File: config.mk
export PLATFORM = sky130hd
export DESIGN_NAME = fbhs_status_map
export DESIGN_NICKNAME = d
export VERILOG_FILES = /design/src/core/fbhs_pkg.sv /design/src/core/fbhs_status_map.sv
export VERILOG_INCLUDE_DIRS = /design/src /design/src/core
export SDC_FILE = /design/constraint.sdc
export NUM_CORES = 1
export LEC_CHECK = 0
export ABC_AREA = 1
export BUFFER_PORTS_ARGS = -buffer_cell sky130_fd_sc_hd__buf_2
export CORE_MARGIN = 5
export CORE_UTILIZATION = 40
export DETAILED_ROUTE_END_ITERATION = 16
export PLACE_DENSITY_LB_ADDON = 0.05
export SLEW_MARGIN = 20
export SYNTH_ARGS = -nofsm -noshare
export SYNTH_HDL_FRONTEND = slang
export SYNTH_SLANG_ARGS = --single-unit
File: constraint.sdc
create_clock -name ref_clk -period 19.85 [get_ports ref_clk]
set_input_delay 3.97 -clock ref_clk [delete_from_list [all_inputs] [get_ports ref_clk]]
set_output_delay 3.97 -clock ref_clk [all_outputs]
set_load 0.02 [all_outputs]
File: src/core/fbhs_defs.svh
`ifndef FBHS_DEFS_SVH
`define FBHS_DEFS_SVH
// Station image geometry
`define FBHS_NST 128
`define FBHS_NWORD 8
`define FBHS_MAX_ADDR 7'h7d
// Health length limits in 16-bit words, and the bit rounding addend
`define FBHS_HW_MIN 5'h01
`define FBHS_HW_MAX 5'h08
`define FBHS_HL_ROUND 9'h00f
// Diagnostics area lengths
`define FBHS_DIAG_BITS1 6'h10
`define FBHS_DIAG_BITS2 6'h20
`define FBHS_DIAG_WORDS2 6'h02
// Sync/freeze area lengths
`define FBHS_SF_BITS 5'h10
// Control word layout and command codes
`define FBHS_SF_TRIG_BIT 15
`define FBHS_CMD_UNFREEZE 8'h04
`define FBHS_CMD_FREEZE 8'h08
`define FBHS_CMD_UNSYNC 8'h10
`define FBHS_CMD_SYNC 8'h20
`define FBHS_CMD_TRIGGER 8'h80
// Firmware revision, arbitrary values
`define FBHS_FW_MAJOR 8'h01
`define FBHS_FW_MINOR 8'h00
`endif

File: src/core/fbhs_pkg.sv
package fbhs_pkg;
  typedef enum logic {map_bit, map_word} fbhs_map_e;
  typedef struct packed {
    logic valid;
    logic [6:0] addr;
    logic ok;
  } fbhs_stn_evt_s;
  typedef struct packed {
    logic valid;
    logic [7:0] group;
    logic [7:0] cmd;
  } fbhs_sf_cmd_s;
  typedef struct packed {
    logic valid;
    logic [6:0] addr;
    logic lost;
  } fbhs_fault_s;
  typedef struct packed {
    fbhs_map_e mode;
    logic [6:0] master_addr;
    logic [7:0] health_len;
    logic [5:0] diag_len;
    logic [4:0] sf_len;
    logic clear_on_loss;
    logic fault_en;
  } fbhs_cfg_s;
endpackage

File: src/core/fbhs_status_map.sv
`timescale 1ns/1ps
`include "fbhs_defs.svh"
// Function
// - One health bit is kept for every fieldbus station.
// - A slave's health bit sits at base plus its station address.
// - The master's bit uses the same placement; master address 0 to 125.
// - Bit mapping: health length rounds up to a multiple of 16, 16 to 128.
// - Word mapping: health length is 1 to 8 words.
// - Diagnostics area is pending-station word then firmware version word.
// - Pending word shows the address of the first slave with diagnostics.
// - Mailbox retrieval clears that entry and the next pending address loads.
// - Pending word is zero whenever nothing is outstanding.
// - Version word: major revision high byte, minor revision low byte.
// - Diagnostics length 0/16/32 bits or 0/1/2 words; one word drops version.
// - Sync/freeze area is 0 or 16 bits, or 0 or 1 word.
// - On slave loss, inputs are held or cleared as configured.
// - With fault reporting on, loss and recovery each log one event.
// - Each change of the trigger bit sends the command to the group.
module fbhs_status_map (
  // Clock and reset
  input wire logic ref_clk,
  input wire logic rstn,
  // Configuration
  input fbhs_pkg::fbhs_cfg_s cfg,
  input wire logic [127:0] stn_cfg_mask,
  // Fieldbus engine side
  input fbhs_pkg::fbhs_stn_evt_s stn_evt,
  input wire logic master_run,
  input wire logic diag_set_valid,
  input wire logic [6:0] diag_set_addr,
  input wire logic read_pending_diag_request,
  // Host produced area
  input wire logic [15:0] sf_ctrl_word,
  // Host consumed image
  output logic [127:0] station_health_bits,
  output logic [15:0] pending_diag_station,
  output logic [15:0] firmware_version_word,
  // Actions towards the fieldbus and the fault log
  output fbhs_pkg::fbhs_sf_cmd_s sf_cmd,
  output fbhs_pkg::fbhs_fault_s fault_evt,
  output fbhs_pkg::fbhs_stn_evt_s input_clear
);

  // ****************************************
  // Area lengths
  // ****************************************
  logic [8:0] hl_round;
  logic [4:0] hw_raw;
  logic [4:0] hwords;
  logic [1:0] diag_words;
  logic sf_on;

  assign hl_round = {1'b0, cfg.health_len} + `FBHS_HL_ROUND;
  assign hw_raw = (cfg.mode == fbhs_pkg::map_bit) ? hl_round[8:4] : {1'b0, cfg.health_len[3:0]};
  assign hwords = (hw_raw < `FBHS_HW_MIN) ? `FBHS_HW_MIN :
                  (hw_raw > `FBHS_HW_MAX) ? `FBHS_HW_MAX : hw_raw;
  assign diag_words = (cfg.mode == fbhs_pkg::map_bit) ?
                      ((cfg.diag_len == `FBHS_DIAG_BITS2) ? 2'h2 : (cfg.diag_len == `FBHS_DIAG_BITS1) ? 2'h1 : 2'h0) :
                      ((cfg.diag_len >= `FBHS_DIAG_WORDS2) ? 2'h2 : cfg.diag_len[1:0]);
  assign sf_on = (cfg.mode == fbhs_pkg::map_bit) ? (cfg.sf_len == `FBHS_SF_BITS) : (cfg.sf_len != 5'h00);

  // ****************************************
  // Health array and pending flags
  // ****************************************
  logic [127:0] health_reg;
  logic [127:0] health_next;
  logic [127:0] len_mask;
  logic [127:0] pend_reg;
  logic [127:0] pend_next;
  logic [6:0] pend_first;
  logic pend_any;

  genvar gi;
  generate
    for (gi = 0; gi < `FBHS_NST; gi++) begin : g_stn
      logic hit;
      logic is_master;
      assign hit = stn_evt.valid && (stn_evt.addr == 7'(gi));
      assign is_master = (cfg.master_addr == 7'(gi)) && (cfg.master_addr <= `FBHS_MAX_ADDR);
      // Master bit follows its own run state; slaves follow exchange events
      assign health_next[gi] = is_master ? master_run :
                               !stn_cfg_mask[gi] ? 1'b0 :
                               hit ? stn_evt.ok : health_reg[gi];
      // New diagnostics win over a retrieval in the same cycle
      assign pend_next[gi] = (diag_set_valid && (diag_set_addr == 7'(gi))) ||
                             (pend_reg[gi] && !(read_pending_diag_request && pend_first == 7'(gi)));
      assign len_mask[gi] = (5'(gi / 16) < hwords);
    end
  endgenerate

  // Lowest pending address counts as the first one
  always_comb begin
    pend_first = 7'h00;
    pend_any = 1'b0;
    for (int i = `FBHS_NST - 1; i >= 0; i--) begin
      if (pend_reg[i]) begin
        pend_first = 7'(i);
        pend_any = 1'b1;
      end
    end
  end

  // Next shown address, taken from the flags as they will stand
  logic [6:0] show_next;
  always_comb begin
    show_next = 7'h00;
    for (int i = `FBHS_NST - 1; i >= 0; i--) begin
      if (pend_next[i]) begin
        show_next = 7'(i);
      end
    end
  end

  // ****************************************
  // Loss, recovery and sync/freeze events
  // ****************************************
  logic evt_cfg;
  logic evt_change;
  logic trig_prev_reg;
  logic primed_reg;
  logic trig_flip;

  assign evt_cfg = stn_evt.valid && stn_cfg_mask[stn_evt.addr] && (stn_evt.addr != cfg.master_addr);
  assign evt_change = evt_cfg && (health_reg[stn_evt.addr] != stn_evt.ok);
  // Slaves keep sync/freeze state themselves; the block only forwards codes
  assign trig_flip = primed_reg && (sf_ctrl_word[`FBHS_SF_TRIG_BIT] != trig_prev_reg);

  always_ff @(posedge ref_clk or negedge rstn) begin
    if (!rstn) begin
      health_reg <= 128'h0;
      pend_reg <= 128'h0;
      station_health_bits <= 128'h0;
      pending_diag_station <= 16'h0000;
      firmware_version_word <= 16'h0000;
    end else begin
      health_reg <= health_next;
      pend_reg <= pend_next;
      station_health_bits <= health_next & len_mask;
      pending_diag_station <= (diag_words != 2'h0) ? {9'h000, show_next} : 16'h0000;
      firmware_version_word <= (diag_words == 2'h2) ? {`FBHS_FW_MAJOR, `FBHS_FW_MINOR} : 16'h0000;
    end
  end

  // Trigger is sampled once after reset before edges count, so a word that
  // already has bit 15 set does not fire a command at power up
  always_ff @(posedge ref_clk or negedge rstn) begin
    if (!rstn) begin
      trig_prev_reg <= 1'b0;
      primed_reg <= 1'b0;
      sf_cmd <= '0;
    end else begin
      trig_prev_reg <= sf_ctrl_word[`FBHS_SF_TRIG_BIT];
      primed_reg <= 1'b1;
      sf_cmd.valid <= trig_flip && sf_on;
      sf_cmd.group <= sf_ctrl_word[7:0];
      sf_cmd.cmd <= sf_ctrl_word[15:8];
    end
  end

  always_ff @(posedge ref_clk or negedge rstn) begin
    if (!rstn) begin
      fault_evt <= '0;
      input_clear <= '0;
    end else begin
      fault_evt.valid <= evt_change && cfg.fault_en;
      fault_evt.addr <= stn_evt.addr;
      fault_evt.lost <= !stn_evt.ok;
      input_clear.valid <= evt_change && !stn_evt.ok && cfg.clear_on_loss;
      input_clear.addr <= stn_evt.addr;
      input_clear.ok <= 1'b0;
    end
  end
endmodule // fbhs_status_map

## Word level (Yosys, flattened, before mapping)

Index checks and enable logic that the tools add are counted.

| storage, ports and cells | value |
|---|---|
| output and inout bits | 195 |
| register bits after elaboration | 429 |
| logic and storage cells | 2109 |

| operators by class | value |
|---|---|
| equality and inequality tests | 515 |
| $add $sub $neg | 1 |
| bitwise logic cells | 1 |
| reductions and logical operators | 911 |
| magnitude comparators | 13 |
| muxes and demuxes | 654 |

Operator list:

| cell | number |
|---|---|
| $mux W7 | 257 |
| $eq A7 B7 Y1 const B | 256 |
| $eq A7 B6 Y1 const B | 128 |
| $logic_and A1 B1 Y1 | 648 |
| $eq A7 B5 Y1 const B | 64 |
| $mux W1 | 388 |
| $eq A7 B4 Y1 const B | 32 |
| $logic_not A1 Y1 | 129 |
| $and A128 B128 Y128 | 1 |
| $logic_or A1 B1 Y1 | 128 |
| $eq A7 B3 Y1 const B | 16 |
| $eq A7 B2 Y1 const B | 8 |
| $eq A7 B1 Y1 const B | 4 |
| $logic_not A7 Y1 | 4 |
| $lt A3 B5 Y1 const A | 4 |
| $mux W5 | 3 |
| $bmux W1 S7 | 2 |
| $lt A1 B5 Y1 const A | 2 |
| $lt A2 B5 Y1 const A | 2 |
| $add A8 B4 Y9 const B | 1 |
| $mux W9 | 1 |
| $lt A7 B8 Y1 const B | 1 |
| $le A7 B7 Y1 const B | 1 |
| $ne A7 B7 Y1 | 1 |
| other kinds (11) | 14 |

## Longest topological paths before layout

| depth | value |
|---|---|
| word-level depth | 262 |
| gate-level depth with buffers | 252 |
| depth with buffers taken out | 252 |

## Worst setup path before layout

Ideal clock, no wire load.

| path | value |
|---|---|
| path type | register to register |
| from | register pend_reg[126] |
| to | register pending_diag_station[0] |
| period minus slack after synthesis | 11.686 ns |
| required time | 19.725 ns |
| setup slack | 8.164 ns |
| stages on the path, launching flop included | 251 |
| path buffers | 0 |
| arrival | 11.561 ns |
| path through | dfrtp_1 inv_1 nand2_1 nand2_1 nand2_1 nand2_1 nand2_1 nand2_1 nand2_1 nand2_1 nand2_1 nand2_1 nand2_1 nand2_1 nand2_1 nand2_1 nand2_1 nand2_1 [... 215 more ...] nand2_1 nand2_1 nand2_1 nand2_1 nand2_1 nand2_1 nand2_1 nand2_1 nand2_1 nand2_1 nand2_1 nand2_1 nand2_1 nand2_1 nand2_1 nand2_1 nand2_1 a21oi_1 |

| on the way | value |
|---|---|
| word-level cells in the longest chain between the ends | 261 |
| elaborated cells on any way between the ends | 896 |

RTL lines:

| element | line | source |
|---|---|---|
| from (decl) | fbhs_status_map.sv:68 | `logic [127:0] pend_reg;` |
| from (signal assigned) | fbhs_status_map.sv:137 | `pend_reg <= pend_next;` |
| $mux W7 (127 in a row) | fbhs_status_map.sv:96 | `if (pend_reg[i]) begin` |
| $eq A7 B7 Y1 | fbhs_status_map.sv:86 | `(pend_reg[gi] && !(read_pending_diag_request && pend_first == 7'(gi)));` |
| $logic_and A1 B1 Y1 | fbhs_status_map.sv:86 |  |
| $logic_not A1 Y1 | fbhs_status_map.sv:86 |  |
| $logic_and A1 B1 Y1 | fbhs_status_map.sv:86 |  |
| $logic_or A1 B1 Y1 | fbhs_status_map.sv:85 | `assign pend_next[gi] = (diag_set_valid && (diag_set_addr == 7'(gi))) \|\|` |
| $mux W7 (127 in a row) | fbhs_status_map.sv:108 | `if (pend_next[i]) begin` |
| $mux W7 * | fbhs_status_map.sv:108 |  |
| $mux W7 * | fbhs_status_map.sv:139 | `pending_diag_station <= (diag_words != 2'h0) ? {9'h000, show_next} : 16'h0000;` |
| to (signal assigned) | fbhs_status_map.sv:139 |  |
| to (decl) | fbhs_status_map.sv:36 | `output logic [15:0] pending_diag_station,` |

Mark *: on every way between the ends. The rest lies on a longest branch, timed or not.

## Final worst setup path

| path | value |
|---|---|
| from | register pend_reg[126] |
| to | register pending_diag_station[0] |

| on the way | value |
|---|---|
| elaborated cells on any way between the ends | 896 |

RTL lines:

| element | line | source |
|---|---|---|
| $mux W7 (127 in a row) | fbhs_status_map.sv:96 |  |
| $eq A7 B7 Y1 | fbhs_status_map.sv:86 |  |
| $logic_and A1 B1 Y1 | fbhs_status_map.sv:86 |  |
| $logic_not A1 Y1 | fbhs_status_map.sv:86 |  |
| $logic_and A1 B1 Y1 | fbhs_status_map.sv:86 |  |
| $logic_or A1 B1 Y1 | fbhs_status_map.sv:85 |  |
| via pend_next[116] | fbhs_status_map.sv:69 | `logic [127:0] pend_next;` |
| $mux W7 (117 in a row) | fbhs_status_map.sv:108 |  |
| $mux W7 | fbhs_status_map.sv:139 |  |

The timed path passes the listed nets, and every way through them passes these cells.

==> metrics <==
pwr/cell area 92.23 mW/mm^2; outcome completed; share of cells above drive strength 1 0.1437; Synth Flop Type dfrtp_1; CP max stage cell nand2_1; die height 255.9 um; max-slew violations 0; Die Wd 255.9 um; Leak 13.68 nW; Mean Syn Cell Area 7.097 um^2; Via density 5.600; CTS Hold Bufs 0; Clk pin slew, worst setup/hold paths ~0.06 ns; commonest non-fill, non-tap cell in the layout nand2_1; final hold vios 0; Seq/Total Area, Yosys 0.4345; worst slew pin tran 1.133 ns; Fin Clk Skew 0.02892 ns; Critical Path Source Type flop; arrival time worst endpoint around 15 ns; VDD IR max 0.07765 mV; Post-CTS Setup Inserts 0; Core Rows 90; total CTS buffers 50; Final nets between 3,000 and 4,000; gr ovfl total 0; RePlAce Congestion 1.015; Clock Path Buffers 3; antenna-violating nets left 0; FFs w/ async S/R, synth 1.000; max-cap check violation count 0; part of the cycle the worst path needs 0.7205; Fmax achieved ~70 MHz; number of clock sinks 420; Post-Synthesis Cell Area roughly 0.024 mm^2; Critical Path Max Stage Delay approximately 0.49 ns; TritonCTS clock tree yes; crit path kind reg -> reg; post-layout min period between 10 and 15 ns; half-perimeter wire length after placement 84.03 mm; Cells after Synth 3,408; CP most frequent cell nand2_1; most frequent cells in the layout 757 x nand2_1, 581 x inv_1, 479 x nor2_1; Netlist cell types 54; number of synthesized flops with an enable pin 0; area delta synth->final 18.86%; drt pass-1 iters 6; top-area cell type share of the netlist area 0.4345; Skew-Pair Late Insertion Delay 0.61 ns; Req. time, crit path 20.32 ns; hold slack final about 0.52 ns; setup TNS 0 ns; fill count 6,279; DRC violations left 0; RSZ-0062 raised after global routing no; CP max FO 8; via count 25,723; top cells by area, synth dfrtp_1 43%, nand2_1 12%, inv_1 9.0%, nor2_1 7.5%, o21ai_0 5.8%; initial antenna violation count 9; critical path capture point type flop; global-route wire length before repair roughly 160 mm; root buffer cell clkbuf_16; Total Wirelength approximately 110 mm; post-CTS sizing 0; GRT Total Usage 0.3293; worst min-delay path class reg -> reg; I/O Buffers ~360; relative slew slack 0.2248; largest net degree at the start of global routing around 150; Iter 0 DRT Violations 2,551; CTS H-tree depth 2; Starting Density 0.4022; YS warnings 0; drt wl/cell 24.47 um; Synth Register Bits 420; Total Die Area 0.06549 mm^2; io pins just under 400; core area between 0.06 and 0.07 mm^2; Finish-stage setup viols 0; area leader, netlist dfrtp_1; vias in the first global route 24,993
[per-stage QoR]
stage                     std cells  setup WS, ns  utilization  cell area, um^2  total power (W)
after floorplan                3432         8.164            -            24280         0.001325
after global placement         4499         5.544       0.4475            26910         0.001623
after detailed placement       4499         5.629       0.4476            26920         0.001631
after CTS                      4588         5.542       0.4779            28740         0.002657
after global routing           4589         3.077       0.4779            28740         0.002760
final                          4593         5.547       0.4781            28750         0.002652
[power by group]
group / switching, W / internal (W)
combinational: 0.000530 / 0.000162
sequential: 0.0000338 / 0.000904
clock: 0.000389 / 0.000633
total: 0.000952 / 0.00170
[final cells by class]
type	instances	area, um^2	share of cell area
Sequential cell	420	10510	0.3656
Clock inverter	17	304.0	0.01058
Timing Repair Buffer	417	2245	0.07807
Inverter	600	2280	0.07929
Multi-Input combinational cell	2280	10900	0.3792
Antenna cell	5	12.51	0.0004352
Clock buffer	72	1518	0.05279
Tap cell	782	978.4	0.03403
[cells in the mapped netlist (all sizes together), types with 8 or more instances]
cell type	n
nand2	761
inv	591
nor2	490
dfrtp	420
o21ai	284
a21oi	194
nand3	93
clkbuf	86
a22oi	65
o2111ai	47
buf	46
a31oi	43
nor3	40
o221ai	30
o211ai	27
nand4	24
a211oi	23
nor4	21
and3	13
o31ai	13
a31o	12
o22ai	12
o32ai	8
[worst max-delay path, delay by kind of cell (launching register included)]
| kind | cells | cell delay, ns |
|---|---|---|
| and+or+nand+nor | 240 | 13.12 |
| DFF | 1 | 0.39 |
| AOI/OAI and AO/OA | 4 | 0.40 |
| buffers and inverters | 2 | 0.30 |
[logic make-up (layout without fill, tap and decap cells)]
kind of cell              count (synthesis)  after routing  share of synthesized area
AOI/OAI and AO/OA                       793            793                     0.2008
xor gates and xnor gates                  6              6                   0.002173
buffers and inverters                   732           1106                     0.1199
DFF                                     420            420                     0.4345
other                                     2             31                  0.0003105
and+or+nand+nor                        1455           1455                     0.2424
[final timing paths]
kind / slack (ns) / start / depth (start not counted) / endpoint
hold / removal: 0.52 / primed_reg / 2 / sf_cmd[16]
min in group asynchronous: 3.34 / rstn / 1 / station_health_bits[33]
setup / recovery: 5.55 / pend_reg[126] / 246 / pending_diag_station[0]
hold reg to reg: 0.52 / primed_reg / 2 / sf_cmd[16]
max in group asynchronous: 14.38 / rstn / 3 / pend_reg[9]
setup reg to reg: 5.55 / pend_reg[126] / 246 / pending_diag_station[0]
[routing by layer]
layer	wire length, um	up-vias	global-route usage	part of all wire
met5	52	-	0	0.00046
met4	7096	10	0.1732	0.063
met3	9610	335	0.06373	0.085
met2	51960	1376	0.5364	0.46
met1	43690	12231	0.4176	0.39
li1	-	11771	-	-
(Power assumes the default switching activity.)
